===== config.mk =====
export PLATFORM = sky130hd
export DESIGN_NAME = proc_io_port
export DESIGN_NICKNAME = d
export VERILOG_FILES = /design/src/rtl/pic_io_pkg.sv /design/src/rtl/pic_io_port.sv /design/src/rtl/pic_subsys_decode.sv
export SDC_FILE = /design/constraint.sdc
export NUM_CORES = 1
export LEC_CHECK = 0
export ABC_AREA = 1
export ABC_CLOCK_PERIOD_IN_PS = 2300
export BUFFER_PORTS_ARGS = -buffer_cell sky130_fd_sc_hd__clkbuf_2
export CAP_MARGIN = 20
export CORE_ASPECT_RATIO = 0.7
export CORE_MARGIN = 3
export CORE_UTILIZATION = 48
export DETAILED_ROUTE_END_ITERATION = 12
export PLACE_DENSITY = 0.77
export SLEW_MARGIN = 20
export SYNTH_ARGS = -nofsm -noshare
export SYNTH_HDL_FRONTEND = slang
export SYNTH_SLANG_ARGS = --single-unit
export TNS_END_PERCENT = 50

===== constraint.sdc =====
create_clock -name i_mclk -period 2.3 [get_ports i_mclk]
set_input_delay 0.345 -clock i_mclk [delete_from_list [all_inputs] [get_ports i_mclk]]
set_output_delay 0.345 -clock i_mclk [all_outputs]
set_load 0.005 [all_outputs]

===== src/rtl/pic_io_pkg.sv =====
// Constants, types and instruction codes for the process I/O controller front end
// Function
// Control pulse clears named subsystem's pending interrupt
// Ready skip test skips only while ready
// Global skip test skips when none interrupting
// Subsystem skip test skips when named not interrupting
// Plain input drives adapter word when ready
// Clearing input: host clears, device supplies word
// Select output accepted only while ready
// Data output accepted only while ready
// Output-and-cycle accepts word, starts cycle, ready
// Mask-load output loads interrupt enable from word
// Code field decodes the ten listed subsystems
// Mask bits 1-5, 11-15 enable subsystems
// Decode instructions; adapter supplies all timing
// Analog read: select, then output-and-cycle
// Not ready: no transfer, no skip
package proc_io_pkg;

    localparam int WORD_W = 16;
    localparam int FUNC_W = 4;
    localparam int CODE_W = 6;

    // Instruction classes on the I/O bus
    typedef enum logic [1:0] {
        KIND_CONTROL = 2'b00,
        KIND_SKIP = 2'b01,
        KIND_INPUT = 2'b11,
        KIND_OUTPUT = 2'b10
    } instr_kind_t;

    // Device codes; field is octal function digits then device code
    localparam logic [CODE_W-1:0] DEV_READY = 6'h13;
    localparam logic [CODE_W-1:0] DEV_INTR = 6'h1B;

    localparam logic [FUNC_W-1:0] FN_ZERO = 4'h0;
    localparam logic [FUNC_W-1:0] FN_SEL = 4'h1;
    localparam logic [FUNC_W-1:0] FN_DATA = 4'h3;
    localparam logic [FUNC_W-1:0] FN_CYCLE = 4'h7;
    localparam logic [FUNC_W-1:0] FN_CLEAR_IN = 4'h8;
    localparam logic [FUNC_W-1:0] FN_MASK = 4'h8;

    localparam logic [WORD_W-1:0] MASK_RESET = 16'h0000;
    // Subsystems own mask bits 1-5 and 11-15; codes 11-15 octal land on bits 11-15
    localparam logic [WORD_W-1:0] SUBSYS_VALID = 16'hF83E;

    typedef struct packed {
        logic valid;
        instr_kind_t kind;
        logic [FUNC_W-1:0] func;
        logic [CODE_W-1:0] dev;
    } bus_instr_t;

    typedef struct packed {
        logic sel;
        logic data;
        logic cycle;
    } out_strobe_t;

endpackage


===== src/rtl/pic_io_port.sv =====
// Instruction decode, skip answers, transfers and subsystem interrupt mask
`timescale 1ns/1ps
module proc_io_port
    import proc_io_pkg::*;
(
    input wire logic i_mclk,
    input wire logic i_sys_rst,
    input wire bus_instr_t i_instr,
    input wire logic [WORD_W-1:0] i_host_word,
    input wire logic i_ready,
    input wire logic [WORD_W-1:0] i_adapter_word,
    input wire logic [WORD_W-1:0] i_subsys_req,
    output logic o_skip,
    output logic o_in_valid,
    output logic o_in_clear,
    output logic [WORD_W-1:0] o_in_word,
    output logic [WORD_W-1:0] o_out_word,
    output out_strobe_t o_out_strobe,
    output logic [WORD_W-1:0] o_irq_enable,
    output logic [WORD_W-1:0] o_irq_pending,
    output logic [WORD_W-1:0] o_irq_ack,
    output logic o_irq
);

    // ****************************************
    // Input synchronisers
    // ****************************************
    logic [1:0] ready_sync_q;
    logic [1:0] ready_sync_d;
    logic [WORD_W-1:0] req_meta_q;
    logic [WORD_W-1:0] req_sync_q;
    logic [WORD_W-1:0] req_meta_d;
    logic [WORD_W-1:0] req_sync_d;

    always_comb
    begin
        ready_sync_d = {ready_sync_q[0], i_ready};
        req_meta_d = i_subsys_req;
        req_sync_d = req_meta_q;
    end

    always_ff @(posedge i_mclk)
    begin
        if (i_sys_rst)
        begin
            ready_sync_q <= 2'b00;
            req_meta_q <= '0;
            req_sync_q <= '0;
        end
        else
        begin
            ready_sync_q <= ready_sync_d;
            req_meta_q <= req_meta_d;
            req_sync_q <= req_sync_d;
        end
    end

    logic ready;
    assign ready = ready_sync_q[1];

    // ****************************************
    // Instruction decode
    // ****************************************
    logic [WORD_W-1:0] named;
    subsys_decode u_decode
    (
        .i_code(i_instr.func),
        .o_onehot(named)
    );

    logic is_ctl;
    logic is_skip;
    logic is_in;
    logic is_out;
    assign is_ctl = i_instr.valid && i_instr.kind == KIND_CONTROL;
    assign is_skip = i_instr.valid && i_instr.kind == KIND_SKIP;
    assign is_in = i_instr.valid && i_instr.kind == KIND_INPUT && i_instr.dev == DEV_READY;
    assign is_out = i_instr.valid && i_instr.kind == KIND_OUTPUT;

    // ****************************************
    // Interrupt state and transfers
    // ****************************************
    logic [WORD_W-1:0] enable_q;
    logic [WORD_W-1:0] enable_d;
    logic [WORD_W-1:0] pend_q;
    logic [WORD_W-1:0] pend_d;
    logic [WORD_W-1:0] ack_q;
    logic [WORD_W-1:0] ack_d;
    logic irq_q;
    logic irq_d;
    logic skip_q;
    logic skip_d;
    logic in_valid_q;
    logic in_valid_d;
    logic in_clear_q;
    logic in_clear_d;
    logic [WORD_W-1:0] in_word_q;
    logic [WORD_W-1:0] in_word_d;
    logic [WORD_W-1:0] out_word_q;
    logic [WORD_W-1:0] out_word_d;
    out_strobe_t strobe_q;
    out_strobe_t strobe_d;

    always_comb
    begin
        enable_d = enable_q;
        ack_d = '0;
        skip_d = 1'b0;
        in_valid_d = 1'b0;
        in_clear_d = 1'b0;
        in_word_d = in_word_q;
        out_word_d = out_word_q;
        strobe_d = '0;
        // Control pulse acknowledges only the named subsystem
        if (is_ctl && i_instr.dev == DEV_INTR)
        begin
            ack_d = named;
        end
        // Requests arriving with the acknowledge win over the clear
        pend_d = (pend_q & ~ack_d) | (req_sync_q & enable_q & SUBSYS_VALID);
        if (is_skip)
        begin
            if (i_instr.dev == DEV_READY && i_instr.func == FN_ZERO)
            begin
                skip_d = ready;
            end
            else if (i_instr.dev == DEV_INTR && i_instr.func == FN_ZERO)
            begin
                skip_d = (pend_q == '0);
            end
            else if (i_instr.dev == DEV_INTR)
            begin
                skip_d = (named != '0) && ((pend_q & named) == '0);
            end
        end
        // Ready-gated input; adapter and host do the merge or clear
        if (is_in && ready && (i_instr.func == FN_ZERO || i_instr.func == FN_CLEAR_IN))
        begin
            in_valid_d = 1'b1;
            in_clear_d = (i_instr.func == FN_CLEAR_IN);
            in_word_d = i_adapter_word;
            skip_d = 1'b1;
        end
        if (is_out && i_instr.dev == DEV_READY && ready)
        begin
            // Analog read is select then output-and-cycle
            case (i_instr.func)
                FN_SEL:
                begin
                    strobe_d.sel = 1'b1;
                    out_word_d = i_host_word;
                    skip_d = 1'b1;
                end
                FN_DATA:
                begin
                    strobe_d.data = 1'b1;
                    out_word_d = i_host_word;
                    skip_d = 1'b1;
                end
                FN_CYCLE:
                begin
                    strobe_d.cycle = 1'b1;
                    out_word_d = i_host_word;
                    skip_d = 1'b1;
                end
                default:
                begin
                    skip_d = 1'b0;
                end
            endcase
        end
        // Mask load is not ready-gated
        if (is_out && i_instr.dev == DEV_INTR && i_instr.func == FN_MASK)
        begin
            enable_d = i_host_word & SUBSYS_VALID;
            skip_d = 1'b1;
        end
        irq_d = (pend_d != '0);
    end

    always_ff @(posedge i_mclk)
    begin
        if (i_sys_rst)
        begin
            enable_q <= MASK_RESET;
            pend_q <= '0;
            ack_q <= '0;
            irq_q <= 1'b0;
            skip_q <= 1'b0;
            in_valid_q <= 1'b0;
            in_clear_q <= 1'b0;
            in_word_q <= '0;
            out_word_q <= '0;
            strobe_q <= '0;
        end
        else
        begin
            enable_q <= enable_d;
            pend_q <= pend_d;
            ack_q <= ack_d;
            irq_q <= irq_d;
            skip_q <= skip_d;
            in_valid_q <= in_valid_d;
            in_clear_q <= in_clear_d;
            in_word_q <= in_word_d;
            out_word_q <= out_word_d;
            strobe_q <= strobe_d;
        end
    end

    assign o_skip = skip_q;
    assign o_in_valid = in_valid_q;
    assign o_in_clear = in_clear_q;
    assign o_in_word = in_word_q;
    assign o_out_word = out_word_q;
    assign o_out_strobe = strobe_q;
    assign o_irq_enable = enable_q;
    assign o_irq_pending = pend_q;
    assign o_irq_ack = ack_q;
    assign o_irq = irq_q;

endmodule


===== src/rtl/pic_subsys_decode.sv =====
// Decoder from subsystem code field to one-hot subsystem line
`timescale 1ns/1ps
module subsys_decode
    import proc_io_pkg::*;
(
    input wire logic [FUNC_W-1:0] i_code,
    output logic [WORD_W-1:0] o_onehot
);
    always_comb
    begin
        o_onehot = '0;
        // Octal 01-05 and 11-15 map to bits 1-5 and 11-15
        if (i_code[2:0] != 3'h0 && i_code[2:0] <= 3'h5 && i_code[3:3] == 1'b0)
        begin
            o_onehot[i_code[2:0]] = 1'b1;
        end
        else if (i_code[2:0] != 3'h0 && i_code[2:0] <= 3'h5)
        begin
            o_onehot[{1'b0, i_code[2:0]} + 4'h8 + 4'h2] = 1'b1;
        end
    end
endmodule


==> results of run 1 <==
[cells in the final DEF, fill, tap and decap left out, drive strengths merged, types with 4 or more instances in the layout]
master and n:
inv 72, clkbuf 149, nand3 35, a211oi 16
dfxtp 103, ha 5, a21oi 8, buf 12
nand4 12, conb 6, nand2 84, nor3 8
nor2 158, o21ai 34, a22oi 4
[through the flow]
stage,setup slack (ps),instances,utilization [%],total power (W)
final,524,829,65.0,0.00355
after global routing,244,829,65.0,0.00368
after CTS,525,829,65.0,0.00357
after detailed placement,183,813,61.3,0.00206
after global placement,211,813,61.3,0.00206
after floorplan,559,576,-,0.00198
[critical path: stages]
cell      delay [ps]
clkbuf_2         160
inv_1             80
ha_1             360
nand4_1          170
nor2_1           180
nand2_1          130
a22oi_1          220
nand4_1          150
nor2_1           120
a21oi_1           80
[layout make-up]
cell class                      instances  area (µm²)  area share, %
Clock buffer                           11         233           4.40
Clock inverter                          5        66.3           1.25
Inverter                               70         263           4.97
Multi-Input combinational cell        374        1700           32.2
Sequential cell                       103        2060           39.0
Tap cell                              116         145           2.74
Timing Repair Buffer                  150         818           15.5
[registers in the layout (all words and copies together) (netlist names)]
name           cells
o_out_word        16
o_irq_ack         16
o_irq              1
req_sync_q        10
o_in_valid         1
req_meta_q        10
o_in_clear         1
o_skip             1
o_in_word         16
o_irq_pending     16
o_out_strobe       3
ready_sync_q       2
o_irq_enable      10
[how the worst max path moves through the flow]
stage / endpoint / slack [ps]
global placement: o_irq$_SDFF_PP0_ / 210
floorplan: o_skip$_SDFF_PP0_ / 560
detailed placement: o_in_word[15]$_SDFFE_PP0P_ / 180
CTS: o_in_word[15]$_SDFFE_PP0P_ / 530
global route: o_in_word[12]$_SDFFE_PP0P_ / 240
finish: o_irq$_SDFF_PP0_ / 520
[power by group]
part           leakage [nW]  internal [W]  switching [W]
Clock                 0.142      0.000858       0.000671
Combinational          1.65     0.0000818       0.000136
Sequential            0.834       0.00180     0.00000549
Total                  2.62       0.00274       0.000812
[layer usage]
| metal | vias up | routed length [µm] |
|---|---|---|
| li1 | 2066 | - |
| met1 | 1769 | 4930 |
| met2 | 152 | 4900 |
| met3 | 12 | 1020 |
| met4 | 0 | 114 |
| met5 | - | 0 |
[cell families after synthesis]
kind of cell    count (synthesis)  share of synthesized area [%]
simple gates                  299                           29.4
compound gates                 64                           9.36
fa+ha+maj                       5                           1.50
other cells                     1                         0.0899
buf+inv                        99                           10.2
flops                         103                           49.4
==> metrics.md, run 1 <==
| Metric | Value |
|---|---|
| Worst Hold Depth | 3 |
| Slew Viols, Final | 0 |
| Max Cap Viol | 0 |
| Post-CTS Hold Buffers | 0 |
| Post-layout nets | between 700 and 800 |
| DRT iter0 DRCs | about 290 |
| Post-synth top area share | 49.4% |
| Clk root buf | clkbuf_16 |
| Pre-antenna DRT Iters | 5 |
| Total vias in the final route | approximately 4000 |
| R2r setup slk | around 680 ps |
| CTS HTree Levels | 3 |
| Post-Syn Area | 4170 µm² |
| #FFs+latches synth | a little over 100 |
| Leak Pwr | between 2 and 3 nW |
| Avg Synthesized Cell Area | 7.31 µm² |
| Crit Path Category | input port to flop |
| Crit. End Element | flop |
| RSZ-0062 raised after global routing | no |
| Top FF cell, synth | dfxtp_1 |
| Crit path launch type | input port |
| First-pass GRT wire length | about 18000 µm |
| Die Area | 9870 µm² |
| Fmax | around 560 MHz |
| CTS tree | built |
| Area Overhead vs Synth | 26.8% |
| Met2 usage | about 36% |
| Detailed-placement wirelength estimate | 8340 µm |
| Total GRT Usage | around 22% |
| DRT Wirelength | 11000 µm |
| Number of distinct library cells after synthesis | 29 |
| Async set or reset register ratio after synthesis | 0% |
| Clk sinks | slightly above 100 |
| Post-synthesis sequential area ratio | 49.4% |
| Largest net degree at the start of global routing | 55 |
| Initial antenna violation count | 0 |
| Post-CTS Setup Bufs | 0 |
| Crit path from | i_instr[8] |
| Fillers | approximately 750 |
| Period Utilization, post-route | between 70% and 80% |
| GR Util met1 | approximately 30% |
| Critical Path AT | roughly 2000 ps |
| Clock Tree Buf Depth | 2 |
| Placed cell area | approximately 5000 µm² |
| Status | finished clean |
| Routed Antenna Nets | 0 |
| Most common cell in the netlist | nor2_1 |
| Cell taking the most area after synthesis | dfxtp_1 |
| Worst R2R Path Depth | 6 |
| Synth area leaders | dfxtp_1, nor2_1, nand2_1 |
| Mapped Cells | approximately 570 |
| Row count | 27 |
| Worst VDD drop | 0.550 mV |
| PostCTS Resize Cnt | 0 |
| Hold crit path type | input port to flop |
| Hold endpoint | req_meta_q[14]$_SDFF_PP0_ |
| Per-cell routed wire length | roughly 13 µm |
| Met3 Use GR | 6.78% |
| Width of the die | 117 µm |
| CP required | approximately 2500 ps |
| Commonest cells in the netlist | nor2_1, dfxtp_1, nand2_1, inv_1, nand3_1 |
| Starting Density | between 50 and 60% |
| Die Y | between 80 and 90 µm |
| Slew @ Worst Pin | 596 ps |
| RD Place Congestion | about 0.9 |
| DRC viols | 0 |
| Setup TNS | 0 ps |
| EDFF count, synth | 0 |
| Max-slew headroom | about three fifths |
| Hold Slack | between 150 and 200 ps |
| Total CTS buffers | 9 |
| Via density | roughly 4.8 |
| Final setup fails | 0 |
| Pwr Density | between 600 and 700 nW/µm² |
| Clock Skews | around 5.6 ps |
| Boundary pin count | approximately 150 |
| Period minus WS final | roughly 1800 ps |
| Largest driver fanout on the critical path | 7 |
| Final instance area | between 5000 and 6000 µm² |
| Clock-pin slew on the worst setup and hold paths | approximately 70 ps |
| Port bufs | 138 |
| Vias in the first global route | between 3000 and 4000 |
| Warnings, synthesis | 0 |
| Skew-Pair Late Insertion Delay | roughly 340 ps |
| Hold Fails Final Rpt | 0 |
| Launch point of the worst reg-to-reg path | ready_sync_q[1]$_SDFF_PP0_ |
| Antenna Cells | 0 |
| Core Box Area | 8140 µm² |
| Ratio of cells with drive above 1 in the final layout | about a quarter |
| HP Start | i_subsys_req[14] |
| Worst reg2reg endpoint | o_in_word[15]$_SDFFE_PP0P_ |
| Total gr overflow | 0 |
| Busiest grt layer | met2 |
(Power assumes the default switching activity.)
==> run 2: changes to the inputs <==
--- a/config.mk
+++ b/config.mk
@@ -6,7 +6,7 @@
 export NUM_CORES = 1
 export LEC_CHECK = 0
 export ABC_AREA = 1
-export ABC_CLOCK_PERIOD_IN_PS = 2300
+export ABC_CLOCK_PERIOD_IN_PS = 1720
 export BUFFER_PORTS_ARGS = -buffer_cell sky130_fd_sc_hd__clkbuf_2
 export CAP_MARGIN = 20
 export CORE_ASPECT_RATIO = 0.7
==> constraint.sdc (replaced) <==
create_clock -name i_mclk -period 1.72 [get_ports i_mclk]
set_input_delay 0.258 -clock i_mclk [delete_from_list [all_inputs] [get_ports i_mclk]]
set_output_delay 0.258 -clock i_mclk [all_outputs]
set_load 0.005 [all_outputs]
==> run 2 against run 1 <==
Compared with the run above: sequential share of layout area shrank 4.3 points; critical path depth grew 3; highest routed layer unchanged; sequential cell count is the same; via count grew 9.0%; critical endpoint unchanged; total power grew 37%.
==> metrics.md, run 2 (synthesized netlist as in run 1, its figures left out) <==
| Metric | Value |
|---|---|
| Ratio of cells with drive above 1 in the final layout | 32.9% |
| Total vias in the final route | about 4400 |
| Total power draw | 0.00486 W |
| Worst VDD drop | 0.729 mV |
| Placed cell area | ~5400 µm² |
| Pre-antenna DRT Iters | 5 |
| Die Area | 9870 µm² |
| Final instance area | between 5000 and 6000 µm² |
| Post-CTS Hold Buffers | 0 |
| Width of the die | around 120 µm |
| Area Overhead vs Synth | 42.3% |
| Period minus WS final | ~1700 ps |
| Largest driver fanout on the critical path | 7 |
| Crit path launch type | input port |
| CTS tree | built |
| Clock-pin slew on the worst setup and hold paths | 70 ps |
| Period Utilization, post-route | a little over nine tenths |
| Max Cap Viol | 0 |
| Status | finished clean |
| Crit. End Element | flop |
| First-pass GRT wire length | 19000 µm |
| Largest net degree at the start of global routing | 55 |
| CP delay by family, top | simple AND/OR/NAND/NOR gates |
| CP Buf/Inv Count | 4 |
| Post-layout nets | between 800 and 900 |
| Crit-path cells | clkbuf_2 > buf_4 > ha_2 > a21oi_4 > buf_12 > buf_4 > nand3_1 > nand2_1 > nand2_1 > nor2_1 > nand2_1 > nor2_1 > a21oi_1 |
| Most frequent cell on the critical path | nand2_1 |
| Slew @ Worst Pin | slightly above 500 ps |
| Total GRT Usage | between 20% and 30% |
| Critical Path AT | 1860 ps |
| Port bufs | 138 |
| Final setup fails | 0 |
| Die Y | around 84 µm |
| Most frequent cells in the layout | nor2_1, clkbuf_2, dfxtp_1 |
| Antenna Cells | 0 |
| Boundary pin count | between 150 and 200 |
| Skew-Pair Late Insertion Delay | ~340 ps |
| Leading cell type in the layout, fill and taps excluded | nor2_1 |
| Leak Pwr | a little under 3 nW |
| Clock Skews | between 6 and 7 ps |
| CP required | 1920 ps |
| DRT Wirelength | roughly 12000 µm |
| Slowest stage delay, CP | 220 ps |
| CTS HTree Levels | 3 |
| Hold Fails Final Rpt | 0 |
| Via density | 4.87 |
| Pwr Density | a little over 800 nW/µm² |
| Starting Density | 51.3% |
| Crit path max-delay cell type | a21oi_4 |
| Crit Path Category | input port to flop |
| Core Box Area | ~8000 µm² |
| Detailed-placement wirelength estimate | 8770 µm |
| Per-cell routed wire length | 13.2 µm |
| Fmax | 603 MHz |
| Row count | 27 |
| DRC viols | 0 |
| Slew Viols, Final | 0 |
| Clk root buf | clkbuf_16 |
| DRT iter0 DRCs | 274 |
| Initial antenna violation count | 0 |
| RD Place Congestion | between 0.9 and 1 |
| Routed Antenna Nets | 0 |
| Hold crit path type | input port to flop |
| Total CTS buffers | 9 |
| Max-slew headroom | roughly 65% |
| Vias in the first global route | 4031 |
| Total gr overflow | 0 |
| Clk sinks | ~100 |
| Clock Tree Buf Depth | 2 |
run 2: cell types whose count changed in the layout (fill, tap and decap cells not counted), moves of 3 or more:
cell and delta:
o21ai_0 -3, nand3_2 +3, buf_6 +4, o21ai_1 +3, nor2_1 -7, buf_4 +61, nand3_1 -3, nand2_1 -3
nor2_2 +7, nand2_2 +3
run 2: power breakdown:
group	internal, W	switching, W
logic	0.000195	0.000215
registers	0.00241	0.00000833
clock network	0.00115	0.000888
total	0.00375	0.00111
run 2: final cells by class:
cell class	count	area, µm²
well taps	116	145
multi-input cells	374	1770
flip-flops and latches	103	2060
clock inverters	7	77.6
fillers	644	2200
inverters	70	263
repair buffers	217	1390
clock buffers	9	225
run 2: metrics by stage:
step	util, %	cells	hold WS, ps	worst slack (ps)	setup TNS, ps
after floorplan	-	576	330	65.5	0
after global placement	66.6	870	388	-277	-3850
after detailed placement	66.6	870	395	-312	-5280
after CTS	70.7	887	97.3	2.28	0
after global routing	73.0	896	93.9	-29.5	-40.9
final	73.0	896	106	60.6	0
run 2: tightest hold or removal path, cell delays in order:
cell	delay [ps]
clkbuf_2	80
inv_1	40
nor2_1	30
run 2: path summary, 6_finish.rpt:
path	cells after the start	startpoint	end	slack [ps]
worst max-delay path	13	i_instr[8]	o_irq$_SDFF_PP0_	60
worst min-delay path	3	i_subsys_req[14]	req_meta_q[14]$_SDFF_PP0_	110
worst max register to register	7	ready_sync_q[1]$_SDFF_PP0_	o_in_word[0]$_SDFFE_PP0P_	370
worst min register to register	2	req_meta_q[2]$_SDFF_PP0_	req_sync_q[2]$_SDFF_PP0_	400
run 2: what timing repair did:
action	4_1_cts	5_1_grt
resized for setup	0	28
gates cloned	1	2
buffers inserted	0	7
setup endpoints to repair	1	12
pin swaps	0	16
run 2: routing by layer:
| layer | GRT usage (%) | share of wire (%) |
|---|---|---|
| met5 | 0 | 0 |
| met3 | 6.91 | 8.1 |
| met4 | 5.54 | 1.1 |
| met2 | 36.9 | 46 |
| met1 | 31.0 | 45 |
==> run 3: changes to the inputs <==
--- a/config.mk
+++ b/config.mk
@@ -5,7 +5,6 @@
 export SDC_FILE = /design/constraint.sdc
 export NUM_CORES = 1
 export LEC_CHECK = 0
-export ABC_AREA = 1
 export ABC_CLOCK_PERIOD_IN_PS = 1720
 export BUFFER_PORTS_ARGS = -buffer_cell sky130_fd_sc_hd__clkbuf_2
 export CAP_MARGIN = 20
==> run 3 against run 2 <==
Compared with the run above: the run now ends with negative setup slack left; area after synthesis decreased by 3.9%; core utilization down 0.53 points; hold slack better by 5.6 ps; critical path type unchanged; clock power rose by 6%; maximum frequency fell by 11%; highest routed layer unchanged.
==> metrics.md, run 3 <==
| Metric | Value |
|---|---|
| CTS HTree Levels | 3 |
| Setup WS post-layout | -154 ps |
| Post-Syn Area | 4010 µm² |
| Slew @ Worst Pin | 608 ps |
| Largest net degree at the start of global routing | 63 |
| Worst VDD drop | just under 0.7 mV |
| Largest family of logic cells by synthesized area | simple AND/OR/NAND/NOR gates |
| Async set or reset register ratio after synthesis | 0% |
| Starting Density | roughly half |
| Die Y | 82.5 µm |
| Most common cell in the netlist | dfxtp_1 |
| Setup WS pre-CTS | -598 ps |
| Core Box Area | 8010 µm² |
| Skew-Pair Late Insertion Delay | approximately 350 ps |
| RD Place Congestion | just under 0.9 |
| CP Buf/Inv Count | 1 |
| Critical Path AT | between 2000 and 2500 ps |
| Number of distinct library cells after synthesis | 47 |
| DRT Wirelength | 11800 µm |
| #FFs+latches synth | slightly above 100 |
| Ratio of cells with drive above 1 in the final layout | between 40% and 50% |
| Leak Pwr | approximately 2.6 nW |
| Max-slew headroom | between 50% and 60% |
| Post-Synth Adder-Cell Area | 1.56% |
| Port bufs | about 140 |
| Antenna Cells | 0 |
| Worst R2R Path Depth | 6 |
| Crit. End Element | flop |
| RSZ-0062 raised after global routing | yes |
| Top FF cell, synth | dfxtp_1 |
| Mapped Cells | ~450 |
| Synth area leaders | dfxtp_1, mux2i_1, nor2_1 |
| Total gr overflow | 0 |
| CTS tree | built |
| Final instance area | around 5800 µm² |
| Post-synthesis mux area share | under 10% |
| Crit path launch type | input port |
| Clock Skews | roughly 10 ps |
| Crit Path Category | input port to flop |
| DRT iter0 DRCs | 280 |
| Via density | 5.19 |
| Boundary pin count | between 150 and 200 |
| Per-cell routed wire length | about 15 µm |
| Routed Antenna Nets | 0 |
| Slew Viols, Final | 0 |
| Post-CTS Hold Buffers | 0 |
| Post-layout util | between 70% and 80% |
| Die Area | approximately 9500 µm² |
| Crit-path cells | clkbuf_2 > and4bb_1 > nand3_2 > or3_4 > or3_4 > a22oi_2 > nand3_2 > nor3_2 > a41oi_1 |
| Hold Slack | 111 ps |
| Clk root buf | clkbuf_16 |
| Total vias in the final route | 3953 |
| First-pass GRT wire length | 18600 µm |
| Total CTS buffers | 9 |
| Launch point of the worst reg-to-reg path | o_irq_pending[15]$_SDFF_PP0_ |
| Final setup fails | 2 |
| Post-synth top area share | between 50% and 60% |
| Cell taking the most area after synthesis | dfxtp_1 |
| Status | finished with violations |
| Vias in the first global route | 3811 |
| EDFF count, synth | 0 |
| Post-Synth XOR/XNOR Area | less than 1% |
| CP delay by family, top | simple AND/OR/NAND/NOR gates |
| Width of the die | around 120 µm |
| HP Start | i_subsys_req[12] |
| Post-layout nets | about 720 |
| Hold endpoint | req_meta_q[12]$_SDFF_PP0_ |
| Crit path max-delay cell type | or3_4 |
| Commonest cells in the netlist | dfxtp_1, nor2_1, nand2_1, a21oi_1, nor2b_1 |
| Pre-antenna DRT Iters | 7 |
| Row count | 27 |
| Leading cell type in the layout, fill and taps excluded | clkbuf_2 |
| Period Utilization, post-route | 109% |
| Pwr Density | 852 nW/µm² |
| Avg Synthesized Cell Area | 8.93 µm² |
| Initial antenna violation count | 0 |
| Simple logic cell fraction of the synthesized area | about a quarter |
| DRC viols | 0 |
| Max Cap Viol | 0 |
| Placed cell area | around 5400 µm² |
| R2r setup slk | 0 ps |
| Clock-pin slew on the worst setup and hold paths | about 80 ps |
| Worst Hold Depth | 2 |
| Clk sinks | between 100 and 150 |
| Most frequent cells in the layout | clkbuf_2, dfxtp_1, buf_4 |
| Largest driver fanout on the critical path | 4 |
| Warnings, synthesis | 0 |
| Post-synthesis compound-gate area fraction | between 10% and 20% |
| Clock Tree Buf Depth | 2 |
| Hold crit path type | input port to flop |
| Worst reg2reg endpoint | o_skip$_SDFF_PP0_ |
| Post-synthesis sequential area ratio | between 50% and 60% |
| Failing checks | negative setup slack |
| Period minus WS final | 1870 ps |
| Hold Fails Final Rpt | 0 |
| Detailed-placement wirelength estimate | roughly 8900 µm |
| Fmax | 534 MHz |
| Slowest stage delay, CP | around 430 ps |
| Area Overhead vs Synth | 44.6% |
| Total GRT Usage | roughly a quarter |
| CP required | roughly 1900 ps |
run 3: cell count changes after synthesis, moves of 6 or more:
cell      before  now
nor2_1       156   66
nor4_1         0    8
a211oi_1      16    0
inv_1         69    7
nand3_1       35    8
nand2b_1       0    8
o21ai_0       33    8
nand2_1       84   52
a21oi_1        7   31
mux2i_1        0   26
nand4_1       12    6
nor2b_1        0   27
clkbuf_1      10   19
run 3: where the power goes:
group	total, W	switching [W]	internal, W
Sequential	0.00241	0.00000729	0.00241
Clock	0.00215	0.000976	0.00117
Combinational	0.000376	0.000196	0.000181
run 3: layout make-up:
type	instances	area [µm²]
multi-input combinational	313	1930
timing repair buffer	221	1340
fill	611	2210
clock inverter	6	86.3
sequential	103	2060
inverter	7	26.3
tap	101	126
clock buffer	10	229
run 3: timing repair:
action,4_1_cts,5_1_grt
gates resized for setup,12,14
setup endpoints to repair,3,6
pin swaps,7,2
setup buffers,0,2
run 3: through the flow:
step           cells  TNS (ps)  power, W
6_report         761      -246   0.00494
3_5_place_dp     743     -8230   0.00281
2_1_floorplan    454      -874   0.00263
5_1_grt          761      -459   0.00510
4_1_cts          759      -223   0.00495
3_3_place_gp     743     -6300   0.00281
run 3: logic make-up (layout without fill, tap and decap cells):
family | count (synthesis) | after routing
DFF | 103 | 103
muxes | 26 | 26
buffers and inverters | 38 | 244
AOI/OAI and AO/OA | 66 | 66
xor gates and xnor gates | 1 | 1
and+or+nand+nor | 209 | 209
other | 1 | 6
adders and majority gates | 5 | 5
run 3: metal layers:
layer	vias up	track usage, %	part of all wire (%)
met5	-	0	0
met4	0	5.86	1.1
met3	16	5.75	6.6
met2	157	40.9	47
met1	1849	33.6	46
li1	1931	-	-
run 3: how the worst max path moves through the flow:
stage,from,endpoint,slack [ps],cells past startpoint
after detailed placement,i_instr[2],o_irq$_SDFF_PP0_,-600,8
after global routing,i_instr[5],o_irq$_SDFF_PP0_,-250,11
final,i_instr[5],o_irq$_SDFF_PP0_,-150,9
after CTS,i_instr[5],o_irq$_SDFF_PP0_,-160,9
after global placement,i_instr[2],o_irq$_SDFF_PP0_,-530,8
after floorplan,i_instr[2],o_irq$_SDFF_PP0_,-340,9
